==> src/rtl/pclkc_pkg.sv <==
// shared constants for the analog and timing control decode block
package pclkc_pkg;
    // ****************************************
    // register geometry
    // ****************************************
    localparam int ATC_WIDTH = 40;
    localparam int ATC_BYTES = 5;
    // divide by 8, driver powered down, source divider out, all else clear
    localparam logic [39:0] ATC_RESET = 40'h00_0078_0000;
    // ****************************************
    // field positions
    // ****************************************
    localparam int F_RISE_HI = 31;
    localparam int F_RISE_LO = 29;
    localparam int F_FALL_HI = 28;
    localparam int F_FALL_LO = 26;
    localparam int F_LOCK_EN = 25;
    localparam int F_LOCK_MODE = 24;
    localparam int F_RFDIV_PD = 23;
    localparam int F_RFDIV_HI = 22;
    localparam int F_RFDIV_LO = 21;
    localparam int F_DRV_PD = 20;
    localparam int F_DRV_SEL_HI = 19;
    localparam int F_DRV_SEL_LO = 18;
    localparam int F_SLEW_OFF = 17;
    localparam int F_DDS_SYSTEM_CLOCK_MUX = 16;
    localparam int F_NDIV_HI = 15;
    localparam int F_NDIV_LO = 12;
    localparam int F_MDIV_HI = 11;
    localparam int F_MDIV_LO = 8;
    localparam int F_CP_POL = 5;
    localparam int F_CP_FULL_PD = 4;
    localparam int F_CP_QUICK_PD = 3;
    localparam int F_CP_SCALE_HI = 2;
    localparam int F_CP_SCALE_LO = 0;
    // ****************************************
    // encodings
    // ****************************************
    localparam logic [1:0] DRV_SRC_OFF = 2'h0;
    localparam logic [1:0] DRV_SRC_FEEDBACK = 2'h1;
    localparam logic [1:0] DRV_SRC_DIV_OUT = 2'h2;
    localparam logic [1:0] DRV_SRC_DIV_IN = 2'h3;
    // surge current weights in units of 0.05 mA; nine bits since full sums pass 255
    localparam logic [8:0] RISE_W2 = 9'h098;  // 7.6 mA
    localparam logic [8:0] RISE_W1 = 9'h04c;  // 3.8 mA
    localparam logic [8:0] RISE_W0 = 9'h026;  // 1.9 mA
    localparam logic [8:0] FALL_W2 = 9'h06c;  // 5.4 mA
    localparam logic [8:0] FALL_W1 = 9'h036;  // 2.7 mA
    localparam logic [8:0] FALL_W0 = 9'h01b;  // 1.35 mA
    localparam logic [8:0] RISE_BASE = 9'h098; // 7.6 mA
    localparam logic [8:0] FALL_BASE = 9'h051; // 4.05 mA
endpackage

==> src/rtl/pclkc_top.sv <==
// decode of the analog and timing control register into clock path controls
//
// Functional notes
// rising surge bits 31:29 add 7.6, 3.8, 1.9 mA independently
// falling surge bits 28:26 add 5.4, 2.7, 1.35 mA independently
// bit 25 set drives shared lock pin as lock detect output
// bit 24 clear: indicator 0 when locked, 1 when unlocked
// bit 24 set: indicator 1 when feedback lags, 0 when it leads
// bit 23 set stops rf divider, routes rf input to system clock
// bits 22:21 divide rf input by 1,2,4,8; 00 is divide by one
// bit 20 resets to 1 keeping driver off; 0 powers it up
// bits 19:18 pick driver source: off, feedback, divider out, divider in
// bit 17 set removes all surge current including the defaults
// bit 16 picks divider output (0) or divider input (1) as system clock
// reference divide N equals bits 15:12 plus one
// feedback divide M equals bits 11:8 plus one
// host writes zeros to bits 7:6
// bit 5 inverts charge pump up and down directions
// bit 4 fully powers down the charge pump
// bit 3 disables only the pump output buffer
// pump current scale equals bits 2:0 plus one
// host always writes all five bytes together
// outputs reset to defaults and change only after a whole write; lock pin and pump up/down outputs also follow loop status
`timescale 1ns/1ns
module pclkc_top
    import pclkc_pkg::*;
(
    input wire logic CLOCK,
    input wire logic RESETN,
    input wire logic WRITE_STROBE,
    input wire logic [39:0] WRITE_DATA,
    input wire logic PLL_LOCKED,
    input wire logic FEEDBACK_LAGS,
    input wire logic FEEDBACK_LEADS,
    output logic [39:0] READ_DATA,
    output logic LOCK_PIN_OUT,
    output logic LOCK_PIN_OE_N,
    output logic RF_DIV_RUN,
    output logic RF_BYPASS_PATH_EN,
    output logic [3:0] RF_DIV_RATIO,
    output logic DRIVER_POWER_ON,
    output logic [1:0] DRIVER_SOURCE,
    output logic DRIVER_TOGGLE_EN,
    output logic [8:0] RISE_SURGE,
    output logic [8:0] FALL_SURGE,
    output logic DDS_SYSTEM_CLOCK_FROM_DIV_INPUT,
    output logic [4:0] REF_DIV_N,
    output logic [4:0] FB_DIV_M,
    output logic PUMP_UP,
    output logic PUMP_DOWN,
    output logic PUMP_CORE_ON,
    output logic PUMP_OUTPUT_ON,
    output logic [3:0] PUMP_SCALE
);
    // ****************************************
    // input synchronisers for detector status
    // ****************************************
    logic [2:0] stat_meta;
    logic [2:0] stat_sync;
    // status lines come from the analog detector, another timing domain
    always_ff @(posedge CLOCK or negedge RESETN) begin
        if (!RESETN) begin
            stat_meta <= 3'h0;
            stat_sync <= 3'h0;
        end else begin
            stat_meta <= {PLL_LOCKED, FEEDBACK_LAGS, FEEDBACK_LEADS};
            stat_sync <= stat_meta;
        end
    end
    logic locked_s;
    logic lags_s;
    logic leads_s;
    assign locked_s = stat_sync[2];
    assign lags_s = stat_sync[1];
    assign leads_s = stat_sync[0];

    // ****************************************
    // register image
    // ****************************************
    logic [39:0] atc;
    // whole word commit
    // the serial port hands over all five bytes at once, so no partial state exists
    always_ff @(posedge CLOCK or negedge RESETN) begin
        if (!RESETN) begin
            atc <= ATC_RESET;
        end else if (WRITE_STROBE) begin
            atc <= WRITE_DATA;
        end
    end

    // ****************************************
    // decode helpers
    // ****************************************
    // ratio decode
    function automatic logic [3:0] rf_ratio(input logic [1:0] code);
        logic [3:0] r;
        r = 4'h1 << code;
        return r;
    endfunction

    // plus one divide
    function automatic logic [4:0] plus_one(input logic [3:0] f);
        return {1'b0, f} + 5'h01;
    endfunction

    logic [8:0] next_rise;
    logic [8:0] next_fall;
    // rising surge sum
    pclkc_surge #(.W(9)) u_rise (
        .enables(atc[F_RISE_HI:F_RISE_LO]),
        .base(RISE_BASE),
        .w2(RISE_W2),
        .w1(RISE_W1),
        .w0(RISE_W0),
        .slew_off(atc[F_SLEW_OFF]),
        .total(next_rise)
    );
    // falling surge sum
    pclkc_surge #(.W(9)) u_fall (
        .enables(atc[F_FALL_HI:F_FALL_LO]),
        .base(FALL_BASE),
        .w2(FALL_W2),
        .w1(FALL_W1),
        .w0(FALL_W0),
        .slew_off(atc[F_SLEW_OFF]),
        .total(next_fall)
    );

    // ****************************************
    // lock pin
    // ****************************************
    logic next_lock_val;
    always_comb begin
        // lead lag mode
        if (atc[F_LOCK_MODE]) begin
            next_lock_val = lags_s & ~leads_s;
        end else begin
            // status mode, low means locked
            next_lock_val = ~locked_s;
        end
    end
    // pin drive enable
    // oe is active low; the pin floats while the function is off
    always_ff @(posedge CLOCK or negedge RESETN) begin
        if (!RESETN) begin
            LOCK_PIN_OUT <= 1'b0;
            LOCK_PIN_OE_N <= 1'b1;
        end else begin
            LOCK_PIN_OUT <= atc[F_LOCK_EN] ? next_lock_val : 1'b0;
            LOCK_PIN_OE_N <= ~atc[F_LOCK_EN];
        end
    end

    // ****************************************
    // rf divider and system clock path
    // ****************************************
    // divider stop and bypass
    always_ff @(posedge CLOCK or negedge RESETN) begin
        if (!RESETN) begin
            RF_DIV_RUN <= 1'b1;
            RF_BYPASS_PATH_EN <= 1'b0;
            RF_DIV_RATIO <= 4'h8;
            DDS_SYSTEM_CLOCK_FROM_DIV_INPUT <= 1'b0;
        end else begin
            RF_DIV_RUN <= ~atc[F_RFDIV_PD];
            RF_BYPASS_PATH_EN <= atc[F_RFDIV_PD];
            // divide ratio
            RF_DIV_RATIO <= rf_ratio(atc[F_RFDIV_HI:F_RFDIV_LO]);
            // system clock mux
            DDS_SYSTEM_CLOCK_FROM_DIV_INPUT <= atc[F_DDS_SYSTEM_CLOCK_MUX];
        end
    end

    // ****************************************
    // clock driver
    // ****************************************
    always_ff @(posedge CLOCK or negedge RESETN) begin
        if (!RESETN) begin
            DRIVER_POWER_ON <= 1'b0;
            DRIVER_SOURCE <= DRV_SRC_DIV_OUT;
            DRIVER_TOGGLE_EN <= 1'b0;
            RISE_SURGE <= RISE_BASE;
            FALL_SURGE <= FALL_BASE;
        end else begin
            // driver power, off at reset
            DRIVER_POWER_ON <= ~atc[F_DRV_PD];
            // source select; off source never toggles
            DRIVER_SOURCE <= atc[F_DRV_SEL_HI:F_DRV_SEL_LO];
            DRIVER_TOGGLE_EN <= ~atc[F_DRV_PD] && (atc[F_DRV_SEL_HI:F_DRV_SEL_LO] != DRV_SRC_OFF);
            // slew suppression applied inside the sums
            RISE_SURGE <= next_rise;
            FALL_SURGE <= next_fall;
        end
    end

    // ****************************************
    // loop dividers
    // ****************************************
    always_ff @(posedge CLOCK or negedge RESETN) begin
        if (!RESETN) begin
            REF_DIV_N <= 5'h01;
            FB_DIV_M <= 5'h01;
        end else begin
            // reference divider
            REF_DIV_N <= plus_one(atc[F_NDIV_HI:F_NDIV_LO]);
            // feedback divider
            FB_DIV_M <= plus_one(atc[F_MDIV_HI:F_MDIV_LO]);
        end
    end

    // ****************************************
    // charge pump
    // ****************************************
    logic raw_up;
    logic raw_down;
    logic pump_out_en;
    // polarity swap of pump direction
    assign raw_up = atc[F_CP_POL] ? leads_s : lags_s;
    assign raw_down = atc[F_CP_POL] ? lags_s : leads_s;
    // full power down gates everything
    // quick power down gates only the output
    assign pump_out_en = ~atc[F_CP_FULL_PD] & ~atc[F_CP_QUICK_PD];
    always_ff @(posedge CLOCK or negedge RESETN) begin
        if (!RESETN) begin
            PUMP_UP <= 1'b0;
            PUMP_DOWN <= 1'b0;
            PUMP_CORE_ON <= 1'b1;
            PUMP_OUTPUT_ON <= 1'b1;
            PUMP_SCALE <= 4'h1;
        end else begin
            PUMP_UP <= pump_out_en & raw_up & ~raw_down;
            PUMP_DOWN <= pump_out_en & raw_down & ~raw_up;
            PUMP_CORE_ON <= ~atc[F_CP_FULL_PD];
            PUMP_OUTPUT_ON <= pump_out_en;
            // current scale
            PUMP_SCALE <= {1'b0, atc[F_CP_SCALE_HI:F_CP_SCALE_LO]} + 4'h1;
        end
    end

    // ****************************************
    // read back
    // ****************************************
    // open bits read as written; the host is expected to keep them zero
    always_ff @(posedge CLOCK or negedge RESETN) begin
        if (!RESETN) begin
            READ_DATA <= ATC_RESET;
        end else begin
            READ_DATA <= atc;
        end
    end
endmodule

==> src/rtl/pclkc_surge.sv <==
// edge surge current sum for one edge of the clock driver
`timescale 1ns/1ns
module pclkc_surge
    import pclkc_pkg::*;
#(
    parameter int W = 9
) (
    input wire logic [2:0] enables,
    input wire logic [W-1:0] base,
    input wire logic [W-1:0] w2,
    input wire logic [W-1:0] w1,
    input wire logic [W-1:0] w0,
    input wire logic slew_off,
    output logic [W-1:0] total
);
    // the largest sum is 20.9 mA, which needs nine bits of 0.05 mA
    if (W < 9) begin : g_width_check
        $error("surge width too small");
    end
    // each bit adds its own weight independently; slew_off kills everything
    always_comb begin
        total = base;
        if (enables[2]) total = W'(total + w2);
        if (enables[1]) total = W'(total + w1);
        if (enables[0]) total = W'(total + w0);
        if (slew_off) total = '0;
    end
endmodule

==> config.mk <==
export PLATFORM = sky130hd
export DESIGN_NAME = pclkc_top
export DESIGN_NICKNAME = d
export VERILOG_FILES = /design/src/rtl/pclkc_pkg.sv /design/src/rtl/pclkc_top.sv /design/src/rtl/pclkc_surge.sv
export SDC_FILE = /design/constraint.sdc
export NUM_CORES = 1
export LEC_CHECK = 0
export ABC_AREA = 1
export BUFFER_PORTS_ARGS = -buffer_cell sky130_fd_sc_hd__buf_2
export CAP_MARGIN = 20
export CORE_AREA = 2 2 91 136
export CTS_CLUSTER_DIAMETER = 40
export DETAILED_ROUTE_END_ITERATION = 8
export DIE_AREA = 0 0 93 138
export RECOVER_POWER = 50
export SYNTH_ARGS = -nofsm -noshare
export SYNTH_HDL_FRONTEND = slang
export SYNTH_SLANG_ARGS = --single-unit
export TNS_END_PERCENT = 30
==> constraint.sdc <==
create_clock -name CLOCK -period 2 [get_ports CLOCK]
set_clock_uncertainty 0.2 [all_clocks]
set_input_delay 0.2 -clock CLOCK [delete_from_list [all_inputs] [get_ports CLOCK]]
set_output_delay 0.2 -clock CLOCK [all_outputs]
set_load 0.02 [all_outputs]
==> results by group <==
Detailed routing
  • Initial drt markers: 78
  • Final wirelength: 9060 um
  • Vias per cell: 4.30
  • Per-cell routed wire length: 12.7 um
  • Post-DRT Antenna Nets: 0
  • Via count: 3059
  • Initial DRT Pass Iterations: 4
  • Drt drc: 0

Layout
  • Fill count: 1079
  • Proportion of layout cells with a drive suffix above 1: 33.1%
  • Area delta synth->final: 40.8%
  • Fin nets: 604
  • Antenna Cells: 0

Clock network
  • Root Buffer: clkbuf_16
  • Post-cts resize count: 0
  • CTS tree: done
  • Clock Path Buffers: 2
  • CTS Buf Count: 17
  • CTS H-tree depth: 4
  • Reg clk slew, reported paths: 0.05 ns
  • Clk_lat worst skew: 0.40 ns
  • Clock sinks: 130

Timing
  • Max Fclk: 676 MHz
  • Setup tns final: 0 ns
  • Fin crit period: 1.48 ns
  • Worst-margin pin slew: 0.528 ns
  • Fin worst setup slack: 0.521 ns
  • Final period utilization: 73.9%
  • RSZ-0062 raised after global routing: false
  • Final Setup Violations: 0
  • Hold Vio Cnt, Final: 0
  • Slew Limit Fails: 0
  • Worst slew margin: 64.8%

Job
  • Max-cap violation count: 0

Setup path
  • CP Data Arrival Time: 1.08 ns
  • R2R Setup Slk: 0.57 ns
  • CP Capture Type: output pin
  • Crit-path max FO: 1
  • CP cell instances: buf_2
  • RR Startpoint: atc[27]
  • Biggest cell delay along the critical path: 0.52 ns
  • WP data required: 1.60 ns
  • Worst-case reg-to-reg path depth: 5
  • FF-to-FF End: FALL_SURGE[6]
  • Critical path's slowest cell: dfstp_2
  • Critical Path Start Type: register
  • CP bufs+invs: 1
  • Path type of the worst setup path: register to output pin
  • Crit path max-delay family: flip-flops

Global routing
  • Remaining Overflow, GRT: 0
  • Largest net degree at the start of global routing: 49
  • Number of global-route vias before repair: 3237
  • Antenna violations before repair: 0
  • Total track usage: 15.4%
  • First-pass GRT wire length: 15300 um

Synthesis
  • Synthesized area per cell: 12.4 um2
  • Synthesized cell area: 0.00443 mm2
  • Yosys cell types: 20
  • Post-synthesis register bit count: 130
  • Post-synthesis net count: 416
  • Synth Instances: 358
  • Yosys warnings: 0
  • Seq/Total Area, Yosys: 74.1%

Power
  • P per Cell Area: 1110 mW/mm2
  • Leak: 3.21 nW
  • Worst vdd ir: 0.000653 V

Floorplan
  • Area of the core: 0.0118 mm2
  • Die Y: 138 um
  • Rows: 49
  • Die ar.: 0.0128 mm2
  • Initial core utilization: 37.6%
  • Horiz. Die Dim: 93 um
  • Top Ports: 135

Outcome
  • Outcome: finished, final reports clean

Placed design
  • Place WS: 0.596 ns
  • Detailed placement HPWL: 6250 um
  • PortBufs: 133
  • GPL Wtd Cong: 0.771

Worst hold path
  • Hold wc startpoint: WRITE_STROBE
  • Worst Hold Path EP: atc[21]
  • Hold path depth: 4
  • Hold Path Class: input pin to register
[cell type report]
type / count / area [um2] / area share [%]
Multi-Input combinational cell: 168 / 843 / 13.5
Clock buffer: 22 / 454 / 7.28
Clock inverter: 10 / 134 / 2.15
Timing Repair Buffer: 184 / 1160 / 18.6
Sequential cell: 130 / 3280 / 52.6
Inverter: 45 / 169 / 2.71
Tap cell: 153 / 191 / 3.07
[cells by family (layout without fill, tap and decap cells)]
family	count (synthesis)	in the layout	synth area share, %
flip-flops	130	130	74.1
XOR/XNOR	3	3	0.593
buffers and inverters	60	261	6.87
other	1	1	0.0847
adder cells (fa/ha/maj)	12	12	3.39
AND/OR/NAND/NOR	99	99	8.79
AO/OA/AOI/OAI	53	53	6.19
[routing by layer]
layer | wire, um | up-vias | GRT usage (%)
li1 | - | 1485 | -
met1 | 3490 | 1479 | 17.3
met3 | 404 | 16 | 4.74
met2 | 4960 | 79 | 26.6
met5 | 0 | - | 0
met4 | 208 | 0 | 6.89
[power breakdown]
part           total, W  internal, W  leakage, nW  switching (W)
clock network   0.00303      0.00198        0.284        0.00104
registers       0.00304      0.00292         1.55       0.000127
logic          0.000844     0.000305         1.37       0.000539
[cells in the final DEF, fill, tap and decap left out, types with 2 or more instances in the layout]
cell / instances
dfrtp_1: 108
o21ai_2: 2
o21ai_0: 44
clkbuf_1: 9
ha_1: 12
buf_2: 128
bufinv_16: 3
dfstp_2: 19
buf_4: 5
a21oi_1: 4
clkinvlp_4: 2
dlygate4sd3_1: 44
nand4_1: 2
xor2_1: 3
nand3_1: 7
o21ai_1: 2
inv_1: 45
clkinv_2: 4
clkbuf_16: 17
nor2_1: 21
nand2_1: 67
dfstp_1: 3
[sequential cells by signal, summed over array words and instances (netlist names), 3 cells and up]
name,flops
RF_DIV_RATIO,4
FALL_SURGE,9
atc,40
FB_DIV_M,5
PUMP_SCALE,4
stat_sync,3
stat_meta,3
REF_DIV_N,5
READ_DATA,39
RISE_SURGE,8
[Yosys cell counts (all sizes together)]
cell   count  share of area, %
a21oi      4              0.45
buf       15               3.1
conb       1             0.085
dfrtp    108                61
dfstp     22                13
ha        12               3.4
inv       45               3.8
nand2     68               5.8
nand3      7              0.79
nand4      2              0.28
nor2      21               1.8
nor3       1              0.11
o21ai     48               5.6
o22ai      1              0.14
xor2       3              0.59
[per-stage QoR]
step	utilization, %	area (um2)	power (W)	std cells	hold slack (ns)
final	53.0	6230	0.00691	712	0.0958
after global routing	53.0	6230	0.00724	712	0.109
after global placement	44.4	5230	0.00386	636	0.0199
after CTS	53.2	6260	0.00701	712	0.0885
after detailed placement	44.4	5230	0.00389	636	0.0194
after floorplan	-	4430	0.00353	358	-0.296
[worst max path at each step]
| stage | cells past startpoint | end | from | slack [ns] |
|---|---|---|---|---|
| global placement | 5 | RISE_SURGE[7] | atc[30] | 0.66 |
| global route | 3 | READ_DATA[8] | RESETN | 0.35 |
| detailed placement | 5 | FALL_SURGE[6] | atc[28] | 0.60 |
| finish | 1 | RISE_SURGE[7] | RISE_SURGE[7] | 0.52 |
| CTS | 1 | RISE_SURGE[7] | RISE_SURGE[7] | 0.50 |
| floorplan | 5 | RISE_SURGE[7] | atc[30] | 0.73 |
[tightest hold or removal path, delay by kind of cell]
kind                   cells  cell delay (ns)
and+or+nand+nor            1             0.08
buffers and inverters      2             0.32
AOI/OAI and AO/OA          1             0.07
[repair_timing]
| action | CTS | global route |
|---|---|---|
| buffers inserted | 0 | 0 |
| hold buffers | 44 | 0 |
| endpoints found under the hold margin | 100 | 0 |
Note: power is estimated with default switching activity, not from simulation.
